--- config.mk ---
export PLATFORM = sky130hd
export DESIGN_NAME = dtec_top
export DESIGN_NICKNAME = d
export VERILOG_FILES = /design/src/dtec_pkg.sv /design/src/dtec_cnt_if.sv /design/src/dtec_top.sv /design/src/dtec_core.sv
export VERILOG_INCLUDE_DIRS = /design/src
export SDC_FILE = /design/constraint.sdc
export NUM_CORES = 1
export LEC_CHECK = 0
export BUFFER_PORTS_ARGS = -buffer_cell sky130_fd_sc_hd__clkbuf_2
export CAP_MARGIN = 30
export CORE_ASPECT_RATIO = 1.25
export CORE_UTILIZATION = 56
export CTS_CLUSTER_DIAMETER = 150
export DETAILED_ROUTE_END_ITERATION = 8
export PLACE_DENSITY = 0.85
export SYNTH_ARGS = -nofsm -noshare
export SYNTH_HDL_FRONTEND = slang
export SYNTH_SLANG_ARGS = --single-unit
--- constraint.sdc ---
create_clock -name clk_i -period 2.5 [get_ports clk_i]
set_clock_uncertainty 0.1 [all_clocks]
set_input_delay 0.125 -clock clk_i [delete_from_list [all_inputs] [get_ports clk_i]]
set_output_delay 0.125 -clock clk_i [all_outputs]
set_load 0.03 [all_outputs]
--- src/dtec_consts.svh ---
// Offsets, control field positions, reset values and timing for the dual counter.
// Assumes a byte-wide register file on classic Wishbone; included by bare name.
`ifndef DTEC_CONSTS_SVH
`define DTEC_CONSTS_SVH
`define DTEC_ADR_C0_DATA 8'h0D
`define DTEC_ADR_C0_CTRL 8'h0E
`define DTEC_ADR_C1_HIGH 8'h0F
`define DTEC_ADR_C1_LOW 8'h10
`define DTEC_ADR_C1_CTRL 8'h11
`define DTEC_ADR_INTERRUPT_CONTROL_REGISTER 8'h12
`define DTEC_BIT_EDGE 3
`define DTEC_BIT_RUN 4
`define DTEC_BIT_MODE_LO 6
`define DTEC_BIT_MODE_HI 7
`define DTEC_CTRL_MASK 8'hD8
`define DTEC_CTRL_RESET 8'h08
`define DTEC_INTERRUPT_CONTROL_REGISTER_MASK 8'h6C
`define DTEC_BIT_T0_EN 2
`define DTEC_BIT_T1_EN 3
`define DTEC_BIT_T0_FLAG 5
`define DTEC_BIT_T1_FLAG 6
`define DTEC_PRESCALE 4
`endif

--- src/dtec_pkg.sv ---
// Types shared by the dual counter modules.
// Assumes the constants header is compiled alongside.
package dtec_pkg;
  // Operating mode field
  typedef enum logic [1:0] {
    DTEC_MODE_NONE = 2'h0,
    DTEC_MODE_EVENT = 2'h1,
    DTEC_MODE_TIMER = 2'h2,
    DTEC_MODE_PULSE = 2'h3
  } dtec_mode_t;
  // Pulse measurement states, one-hot
  typedef enum logic [2:0] {
    DTEC_PW_ARMED = 3'h1,
    DTEC_PW_MEASURE = 3'h2,
    DTEC_PW_DONE = 3'h4
  } dtec_pw_t;
endpackage : dtec_pkg

--- src/dtec_cnt_if.sv ---
// Control and status bundle between the register top and one counter core.
// Assumes one instance per counter, all on the system clock.
interface dtec_cnt_if #(parameter int W = 8);
  logic [1:0] mode;      // Mode field
  logic edge_select;     // 1 = falling edge active
  logic run_bit;         // Counting enabled
  logic load_stb;        // Preload written while stopped
  logic [W-1:0] preload; // Reload value
  logic freeze;          // Count clock blocked during a read
  logic [W-1:0] count;   // Live counter
  logic overflow;        // One-cycle overflow pulse
  logic run_clear;       // One-cycle pulse: measurement finished
  modport top (output mode, edge_select, run_bit, load_stb, preload, freeze,
               input count, overflow, run_clear);
  modport core (input mode, edge_select, run_bit, load_stb, preload, freeze,
                output count, overflow, run_clear);
endinterface : dtec_cnt_if

--- src/dtec_top.sv ---
// Dual timer/event counter: an 8-bit and a 16-bit counter behind classic Wishbone.
// Assumes byte registers in the low data lane, pins synchronous to clk_i.
// Behaviour
// - Counter 0: 8-bit up, pin or clk/4
// - Counter 1: 16-bit up, pin or clk/4
// - Control bit 3 picks rising or falling
// - Control bit 4 is run bit
// - Bits 7:6 pick event, timer, pulse mode
// - Control bits 0-2 and 5 read zero
// - Counter 0 write preloads, read is live
// - Low write buffers; high write loads preload
// - High read returns live, captures low
// - Wrap reloads preload and sets flag
// - Pulse mode times level, then clears run
// - One measurement until run set again
// - Pulse mode starts on edges, wraps normally
// - Event and timer never self-clear run
// - Overflow drives the wake-up output
// - Cleared enable blocks the interrupt request
// - Stopped preload write loads counter too
// - Counter 0 data and counter 1 high reads freeze the count clock
// - Event counts pin edges, timer clk/4
//
// Implementation choice: the Wishbone slave port.
`include "dtec_consts.svh"
module dtec_top (
  input wire logic clk_i,
  input wire logic rst_i,
  input wire logic wb_cyc_i,
  input wire logic wb_stb_i,
  input wire logic wb_we_i,
  input wire logic [7:0] wb_adr_i,
  input wire logic [3:0] wb_sel_i,
  input wire logic [31:0] wb_dat_i,
  output logic [31:0] wb_dat_o,
  output logic wb_ack_o,
  input wire logic counter0_input_pin_i,
  input wire logic counter1_input_pin_i,
  output logic irq_o,
  output logic wakeup_o,
  output dtec_pkg::dtec_mode_t counter0_mode_o
);
  import dtec_pkg::*;
  dtec_cnt_if #(.W(8)) c0 ();   // Counter 0 bundle
  dtec_cnt_if #(.W(16)) c1 ();  // Counter 1 bundle
  logic [7:0] ctrl0;            // Counter 0 control
  logic [7:0] ctrl1;            // Counter 1 control
  logic [7:0] interrupt_control_register;             // Enables and flags
  logic [7:0] pre0;             // Counter 0 preload
  logic [15:0] pre1;            // Counter 1 preload
  logic [7:0] low_buf;          // Counter 1 low byte buffer
  logic req;                    // New access this cycle
  logic wr;                     // Write with low lane
  logic rd;                     // Read request
  logic ld0;
  logic ld1;
  logic [7:0] next_rdata;

  // One request per access; ack follows one cycle later
  assign req = wb_cyc_i & wb_stb_i & ~wb_ack_o;
  assign wr = req & wb_we_i & wb_sel_i[0];
  assign rd = req & ~wb_we_i;

  // Drive the interface bundles from the control and preload registers, load strobes and read decode
  assign c0.mode = ctrl0[`DTEC_BIT_MODE_HI:`DTEC_BIT_MODE_LO];
  assign c0.edge_select = ctrl0[`DTEC_BIT_EDGE];
  assign c0.run_bit = ctrl0[`DTEC_BIT_RUN];
  assign c0.preload = pre0;
  assign c0.load_stb = ld0;
  assign c0.freeze = rd & (wb_adr_i == `DTEC_ADR_C0_DATA);
  assign c1.mode = ctrl1[`DTEC_BIT_MODE_HI:`DTEC_BIT_MODE_LO];
  assign c1.edge_select = ctrl1[`DTEC_BIT_EDGE];
  assign c1.run_bit = ctrl1[`DTEC_BIT_RUN];
  assign c1.preload = pre1;
  assign c1.load_stb = ld1;
  assign c1.freeze = rd & (wb_adr_i == `DTEC_ADR_C1_HIGH);

  // Stopped-counter loads follow a preload write by one cycle
  always_ff @(posedge clk_i) begin
    if (rst_i) begin
      ld0 <= 1'b0;
      ld1 <= 1'b0;
    end else begin
      ld0 <= wr & (wb_adr_i == `DTEC_ADR_C0_DATA) & ~ctrl0[`DTEC_BIT_RUN];
      ld1 <= wr & (wb_adr_i == `DTEC_ADR_C1_HIGH) & ~ctrl1[`DTEC_BIT_RUN];
    end
  end

  // Counter cores
  dtec_core #(.W(8)) u_c0 (
    .clk_i(clk_i),
    .rst_i(rst_i),
    .pin_i(counter0_input_pin_i),
    .cif(c0)
  );
  dtec_core #(.W(16)) u_c1 (
    .clk_i(clk_i),
    .rst_i(rst_i),
    .pin_i(counter1_input_pin_i),
    .cif(c1)
  );

  // Preload registers and low byte buffer
  always_ff @(posedge clk_i) begin
    if (rst_i) begin
      pre0 <= 8'h00;
      pre1 <= 16'h0000;
      low_buf <= 8'h00;
    end else begin
      if (wr && wb_adr_i == `DTEC_ADR_C0_DATA) begin
        pre0 <= wb_dat_i[7:0];
      end
      if (wr && wb_adr_i == `DTEC_ADR_C1_HIGH) begin
        pre1 <= {wb_dat_i[7:0], low_buf};
      end
      if (wr && wb_adr_i == `DTEC_ADR_C1_LOW) begin
        low_buf <= wb_dat_i[7:0];
      end else if (rd && wb_adr_i == `DTEC_ADR_C1_HIGH) begin
        low_buf <= c1.count[7:0];
      end
    end
  end

  // Control registers; measurement end clears run unless software sets it now
  always_ff @(posedge clk_i) begin
    if (rst_i) begin
      ctrl0 <= `DTEC_CTRL_RESET;
      ctrl1 <= `DTEC_CTRL_RESET;
    end else begin
      if (wr && wb_adr_i == `DTEC_ADR_C0_CTRL) begin
        ctrl0 <= wb_dat_i[7:0] & `DTEC_CTRL_MASK;
      end else if (c0.run_clear) begin
        ctrl0[`DTEC_BIT_RUN] <= 1'b0;
      end
      if (wr && wb_adr_i == `DTEC_ADR_C1_CTRL) begin
        ctrl1 <= wb_dat_i[7:0] & `DTEC_CTRL_MASK;
      end else if (c1.run_clear) begin
        ctrl1[`DTEC_BIT_RUN] <= 1'b0;
      end
    end
  end

  // Interrupt control: flags set by overflow win over a software write
  always_ff @(posedge clk_i) begin
    if (rst_i) begin
      interrupt_control_register <= 8'h00;
    end else begin
      if (wr && wb_adr_i == `DTEC_ADR_INTERRUPT_CONTROL_REGISTER) begin
        interrupt_control_register <= wb_dat_i[7:0] & `DTEC_INTERRUPT_CONTROL_REGISTER_MASK;
      end
      if (c0.overflow) begin
        interrupt_control_register[`DTEC_BIT_T0_FLAG] <= 1'b1;
      end
      if (c1.overflow) begin
        interrupt_control_register[`DTEC_BIT_T1_FLAG] <= 1'b1;
      end
    end
  end

  // Read multiplexer
  always_comb begin
    case (wb_adr_i)
      `DTEC_ADR_C0_DATA: next_rdata = c0.count;
      `DTEC_ADR_C0_CTRL: next_rdata = ctrl0;
      `DTEC_ADR_C1_HIGH: next_rdata = c1.count[15:8];
      `DTEC_ADR_C1_LOW: next_rdata = low_buf;
      `DTEC_ADR_C1_CTRL: next_rdata = ctrl1;
      `DTEC_ADR_INTERRUPT_CONTROL_REGISTER: next_rdata = interrupt_control_register;
      default: next_rdata = 8'h00;
    endcase
  end

  // Bus answer, one cycle after the request
  always_ff @(posedge clk_i) begin
    if (rst_i) begin
      wb_ack_o <= 1'b0;
      wb_dat_o <= 32'h0000_0000;
    end else begin
      wb_ack_o <= req;
      if (rd) begin
        wb_dat_o <= {24'h00_0000, next_rdata};
      end
    end
  end

  // Interrupt request, wake-up and mode outputs
  always_ff @(posedge clk_i) begin
    if (rst_i) begin
      irq_o <= 1'b0;
      wakeup_o <= 1'b0;
      counter0_mode_o <= DTEC_MODE_NONE;
    end else begin
      irq_o <= (interrupt_control_register[`DTEC_BIT_T0_FLAG] & interrupt_control_register[`DTEC_BIT_T0_EN])
             | (interrupt_control_register[`DTEC_BIT_T1_FLAG] & interrupt_control_register[`DTEC_BIT_T1_EN]);
      wakeup_o <= c0.overflow | c1.overflow;
      counter0_mode_o <= dtec_mode_t'(c0.mode);
    end
  end
endmodule : dtec_top

--- src/dtec_core.sv ---
// One count-up counter with event, timer and single-shot pulse-width modes.
// Assumes the pin is synchronous to clk_i; the divide-by-four tick is local.
`include "dtec_consts.svh"
module dtec_core #(parameter int W = 8) (
  input wire logic clk_i,
  input wire logic rst_i,
  input wire logic pin_i,
  dtec_cnt_if.core cif
);
  import dtec_pkg::*;
  logic [1:0] pre;       // System clock prescaler
  logic pin_q;           // Previous pin level
  logic [W-1:0] count;
  dtec_pw_t pw;
  logic tick;
  logic rise;
  logic fall;
  logic act_edge;
  logic ret_edge;
  logic step;
  logic [W-1:0] next_count;
  logic at_top;

  assign tick = (pre == 2'(`DTEC_PRESCALE - 1));
  assign rise = pin_i & ~pin_q;
  assign fall = ~pin_i & pin_q;
  assign act_edge = cif.edge_select ? fall : rise;
  assign ret_edge = cif.edge_select ? rise : fall;
  assign at_top = &count;

  // Count enable per mode, blocked while software reads
  always_comb begin
    case (cif.mode)
      DTEC_MODE_EVENT: step = cif.run_bit & act_edge;
      DTEC_MODE_TIMER: step = cif.run_bit & tick;
      DTEC_MODE_PULSE: step = cif.run_bit & tick & (pw == DTEC_PW_MEASURE);
      default: step = 1'b0;
    endcase
    if (cif.freeze) begin
      step = 1'b0;
    end
  end

  // Wrap reloads from preload
  assign next_count = at_top ? cif.preload : W'(count + 1'b1);

  // Prescaler and pin history
  always_ff @(posedge clk_i) begin
    if (rst_i) begin
      pre <= 2'h0;
      pin_q <= 1'b0;
    end else begin
      pre <= 2'(pre + 2'h1);
      pin_q <= pin_i;
    end
  end

  // Counter register
  always_ff @(posedge clk_i) begin
    if (rst_i) begin
      count <= '0;
    end else if (cif.load_stb) begin
      count <= cif.preload;
    end else if (step) begin
      count <= next_count;
    end
  end

  // Pulse measurement sequencer: armed, measuring, done
  always_ff @(posedge clk_i) begin
    if (rst_i) begin
      pw <= DTEC_PW_ARMED;
    end else if (cif.mode != DTEC_MODE_PULSE || !cif.run_bit) begin
      pw <= DTEC_PW_ARMED;
    end else begin
      case (pw)
        DTEC_PW_ARMED: if (act_edge) pw <= DTEC_PW_MEASURE;
        DTEC_PW_MEASURE: if (ret_edge) pw <= DTEC_PW_DONE;
        DTEC_PW_DONE: pw <= DTEC_PW_DONE;
        default: pw <= DTEC_PW_ARMED;
      endcase
    end
  end

  // Overflow pulse back to the register top
  always_ff @(posedge clk_i) begin
    if (rst_i) begin
      cif.overflow <= 1'b0;
    end else begin
      cif.overflow <= step & at_top & ~cif.load_stb;
    end
  end
  // Measurement end reaches the top at the same edge, so a control write there wins
  assign cif.run_clear = (pw == DTEC_PW_MEASURE) & ret_edge & cif.run_bit
                         & (cif.mode == DTEC_MODE_PULSE);
  assign cif.count = count;
endmodule : dtec_core

---- Word-level counts from Yosys, hierarchy flattened ----
Cells that the tools add are included.
storage, ports and cells
  bits in registers ....................... 97
  latch bits .............................. 0
  memory bits (writable) .................. 0
  bits in read-only memories .............. 0
  bits of input ports ..................... 51
  memories kept ........................... 0
operators by class
  add/sub/neg operators ................... 4
  multiply operators ...................... 0
  divide/modulo/power cells ............... 0
  magnitude comparators ................... 0
  equal/unequal tests ..................... 26
  shift operators ......................... 0
  multiplexer cells ....................... 30
  bitwise logic cells ..................... 45
  reductions and logical operators ........ 24
operators with widths
  cell                                                              count
  16-bit 2-to-1 mux                                                 3
  8-bit one-hot mux with 6 select lines                             1
  8-bit 2-to-1 mux                                                  5
  1-bit bitwise AND                                                 33
  8-bit by 4-bit == test with 1-bit output (second input constant)  3
  8-bit by 5-bit == test with 1-bit output (second input constant)  3
  3-bit one-hot mux with 3 select lines                             2
  16-bit by 1-bit adder with 16-bit output (second input constant)  1
  16-bit AND reduction                                              1
  2-bit nonzero test                                                7
  2-bit == test (second input constant)                             6
  1-bit 2-to-1 mux                                                  12
  3-bit 2-to-1 mux                                                  4
  1-bit inverter                                                    10
  8-bit by 1-bit adder with 8-bit output (second input constant)    1
  2-bit by 1-bit != test with 1-bit output (second input constant)  4
  8-bit AND reduction                                               1
  1-bit logical AND                                                 7
  7-bit 2-to-1 mux                                                  1
  3-bit by 1-bit == test with 1-bit output (second input constant)  2
  3-bit by 2-bit == test with 1-bit output (second input constant)  2
  3-bit == test (second input constant)                             2
  1-bit one-hot mux with 3 select lines                             2
  2-bit by 1-bit adder with 2-bit output (second input constant)    2
  7 further kinds                                                   14

---- Longest topological paths before layout ----
  depth in word-level cells ............... 8
  depth in mapped cells ................... 8
  gate-level depth less buffers ........... 6

---- Modules after synthesis ----
From an unflattened synthesis, not the netlist that was laid out.
second synthesis, totals
  cell total of the unflattened synthesis .. 640
  area, all modules ....................... 5313.8 um^2
modules (own cells, without submodules)
  module            times used  cells each  area an instance (um^2)  seq. area each (um^2)
  dtec_top          1           335         2909.0                   1181.1
  dtec_core (u_c1)  1           184         1460.2                   460.4
  dtec_core (u_c0)  1           121         944.7                    300.3

---- Worst setup path before layout ----
OpenSTA, ideal clock, no wires.
  kind .................................... reg2reg
  start point ............................. register ctrl1[3]
  end point ............................... register u_c1.count[3], in the netlist u_c1.cif.count[3]
  data arrival time ....................... 1.818 ns
  setup slack ............................. 0.464 ns
  cell stages (with the launch flop) ...... 6
  buffers on the path ..................... 0
  period minus slack after synthesis ...... 2.036 ns
  cell sequence ........................... dfxtp_1 or3b_4 a211oi_4 o21ai_4 or4_1 o2111a_1
between the ends
  word-level cells in the longest chain between the ends .. 5
RTL lines
  item                                   RTL line         source
  start, declared                        dtec_top.sv:47   logic [7:0] ctrl1;
  start signal, assigned                 dtec_top.sv:128  ctrl1 <= `DTEC_CTRL_RESET;
  start signal, assigned                 dtec_top.sv:136  ctrl1 <= wb_dat_i[7:0] & `DTEC_CTRL_MASK;
  1-bit 2-to-1 mux                       dtec_core.sv:27  assign act_edge = cif.edge_select ? fall : rise;
  1-bit bitwise AND                      dtec_core.sv:34  DTEC_MODE_EVENT: step = cif.run_bit & act_edge;
  1-bit one-hot mux with 3 select lines  dtec_core.sv:33  case (cif.mode)
  1-bit 2-to-1 mux                       dtec_core.sv:39  if (cif.freeze) begin
  2-bit nonzero test (no line)           n/a
  end signal, assigned                   dtec_core.sv:63  count <= cif.preload;
  end signal, assigned                   dtec_core.sv:65  count <= next_count;
  end, declared                          dtec_core.sv:13  logic [W-1:0] count;
No other way between the ends.
A chain may end at the register's enable or synchronous reset.

---- Worst setup path after layout ----
Ends and elaborated chain as after synthesis.

==> flow_summary.yaml <==
floorplanning:
  io_pins: 88
  num_rows: 38
  die_w_um: 87.0
  core_um2: 8700
  die_h_um: 108
  start_util: 0.581
  die_area_um2: 9420
drt:
  viasPerCell: 6.39
  dr.pass1.iters: 5
  wire_per_inst_um: 18.5
  drc: 0
  first_iter_violations: 575
  drtAntennaViolNets: 0
  routed-via-count: 4917
  wirelength_um: 14200
clocking:
  cts_buffers: 9
  cts.sinks: 97
  worstSkewPairLatency_ns: 0.38
  ctsRootBufferMaster: "clkbuf_8"
  clkTransAtPathRegs_ns: 0.10
  cts_tree: "built"
  post_cts_resized: 0
  htreeDepth: 3
  cts_buffer_depth: 2
timing:
  tightest_slew_ns: 0.708
  post-route-min-period_ns: 2.33
  fin_crit_sh: 0.931
  worst_slack_ns: 0.173
  clock.fmax_mhz: 430
  setup-violations-final: 0
  maxSlewViolCount: 0
  setup-tns-final_ns: 0
  maxSlewHeadroom: 0.528
  hold_viol: 0
  rsz0062_at_grt: "no"
setup_path:
  rrSetupSlack_ns: 0.17
  crit_fanout: 19
  worstSetupEndpointType: "flop"
  slowest_delay_ns: 0.54
  cp.required_ns: 2.67
  r2r_start: "ctrl1[3]$_SDFFE_PP1P_"
  r2r_end: "u_c1.cif.count[3]$_SDFFE_PP0P_"
  critPathLaunchType: "flop"
  worstSetupPathType: "flop to flop"
  reg2regPathDepth: 5
  arrival_ns: 2.50
  path_cells: "or3b_4, a211oi_4, o21ai_4, or4_1, o2111a_1"
  crit_slowest_cell: "or4_1"
global_route:
  overflow: 0
  grt_pass1_vias: 4567
  antenna_found_initial: 0
  track_usage: 0.306
  grt_first_pass_wirelength_um: 22100
  grt_max_degree: 37
worst_hold_path:
  hold_path_startpoint: "wb_dat_i[3]"
  whs_path_depth: 3
  hold_path.class: "input port to flop"
  min_to: "c0.preload[3]$_SDFFE_PP0N_"
pwr:
  vdd_drop_max_v: 0.000287
  p_leak_nw: 2.10
  cellPowerDensity_nw_per_um2: 507
layout:
  final-seq-area_um2: 1940
  insertedDiodeCount: 0
  fill_cells: 723
  area_delta_synth_final_pct: 10.4
  fin_nets: 699
  multi_input_area_um2: 2820
  drive_above_1_share: 0.142
placed_design:
  place.gp.congestion: 1.04
  place_ws_ns: 0.229
  hpwl_um: 10100
  io_buffers: 36
yosys:
  syn_area_um2: 5060
  ys_types: 73
  netlist.area_leader.share: 0.384
  synth_flop_cell: "dfxtp_1"
  ys_ff_latch: 97
  avgSynthCellArea_um2: 8.36
  yosysMostFrequentCell: "dfxtp_1"
  yosysTopAreaCell: "dfxtp_1"
  yosysWarnings: 0
  yosys-top-cells-count: "97 x dfxtp_1, 82 x nand2_1, 57 x a21oi_1"
  synth_cells: 605
  synth_edf_count: 0
  yosysSeqAreaShare: 0.384
  synth_area_leaders: "dfxtp_1 38%, nand2_1 6.1%, a21oi_1 5.6%"
  async_flop_share: 0
flow_run:
  drv_cap: 0
run_status:
  status: "finished, final reports clean"
[metal layers]
| layer | GRT usage | vias to the layer above | share of wire |
|---|---|---|---|
| li1 | - | 2254 | - |
| met1 | 0.377 | 2283 | 0.39 |
| met2 | 0.514 | 308 | 0.48 |
| met3 | 0.0420 | 72 | 0.082 |
| met4 | 0.167 | 0 | 0.052 |
| met5 | 0 | - | 0 |
[placed cells by master, fill, tap and decap left out, types with 5 or more instances in the layout]
cell	Yosys	layout
nand2b_1	9	9
a22oi_1	13	13
inv_1	15	15
nand3_1	22	22
and2_1	7	7
nor2b_1	13	13
a31oi_1	6	6
o21ai_0	17	17
nor2_1	30	30
nand4_1	12	12
a211oi_1	9	9
dlygate4sd3_1	0	7
a211o_1	7	7
clkbuf_8	0	10
nor4_1	8	8
a22o_1	6	6
mux2i_1	22	22
and3_1	9	9
conb_1	1	24
clkbuf_2	2	36
and4_1	5	5
dfxtp_1	97	97
nor3_1	13	13
buf_4	25	21
nand2_1	82	82
a21oi_1	57	57
[through the flow]
stage	hold slack (ns)	std cells	total power, mW	instance area [µm²]	utilization
4_1_cts	0.000206	769	2.81	5580	0.641
3_5_place_dp	0.315	746	1.78	5310	0.610
6_report	0.00255	769	2.83	5580	0.641
5_1_grt	0.00976	769	2.90	5580	0.641
3_3_place_gp	0.283	746	1.78	5310	0.610
2_1_floorplan	0.108	628	1.75	5140	-
[where the power goes]
group          total [mW]  switching (mW)  internal (mW)
combinational       0.198           0.143         0.0550
sequential           1.56         0.00838           1.56
clock                1.07           0.570          0.497
total                2.83           0.722           2.11
[worst max-delay path, delay by kind of cell, from the launching register on]
family | cells | cell delay (ns)
and+or+nand+nor | 2 | 0.99
DFF | 1 | 0.39
AOI/OAI and AO/OA | 3 | 0.74
[flip-flops by register name, summed over array words and instances, names as in the netlist, 8 cells and up]
register and flops:
c0.preload 8, wb_dat_o 8, u_c0.cif.count 8, low_buf 8
u_c1.cif.count 16, c1.preload 16
[worst max-delay path by stage]
stage / endpoint / cells after the start / startpoint
final: u_c1.cif.count[3]$_SDFFE_PP0P_ / 5 / ctrl1[3]$_SDFFE_PP1P_
after global routing: u_c0.cif.count[4]$_SDFFE_PP0P_ / 5 / ctrl0[3]$_SDFFE_PP1P_
after CTS: u_c1.cif.count[3]$_SDFFE_PP0P_ / 5 / ctrl1[3]$_SDFFE_PP1P_
after detailed placement: u_c1.cif.count[3]$_SDFFE_PP0P_ / 5 / ctrl1[3]$_SDFFE_PP1P_
after global placement: u_c1.cif.count[3]$_SDFFE_PP0P_ / 5 / ctrl1[3]$_SDFFE_PP1P_
after floorplan: u_c1.cif.count[3]$_SDFFE_PP0P_ / 5 / ctrl1[3]$_SDFFE_PP1P_
[cells by family (layout without fill, tap and decap cells)]
kind of cell    Yosys count  in the layout  synth area share
flops                    97             97             0.384
fa+ha+maj                 4              4           0.00990
xor+xnor                  4              4           0.00693
simple gates            235            235             0.241
mux                      26             26            0.0525
other cells               1             24          0.000742
compound gates          164            164             0.230
buf+inv                  74             95            0.0755
[cell type report]
class / count / share of cell area
Tap cell: 120 / 0.0269
Clock inverter: 5 / 0.0114
Sequential cell: 97 / 0.348
Multi-Input combinational cell: 457 / 0.505
Clock buffer: 11 / 0.0253
Inverter: 15 / 0.0101
Timing Repair Buffer: 64 / 0.0731
[repair_timing]
| action | CTS | global route |
|---|---|---|
| hold endpoints to repair | 13 | 0 |
| hold buffers | 7 | 0 |
| buffers inserted | 0 | 0 |
(Power assumes the default switching activity.)
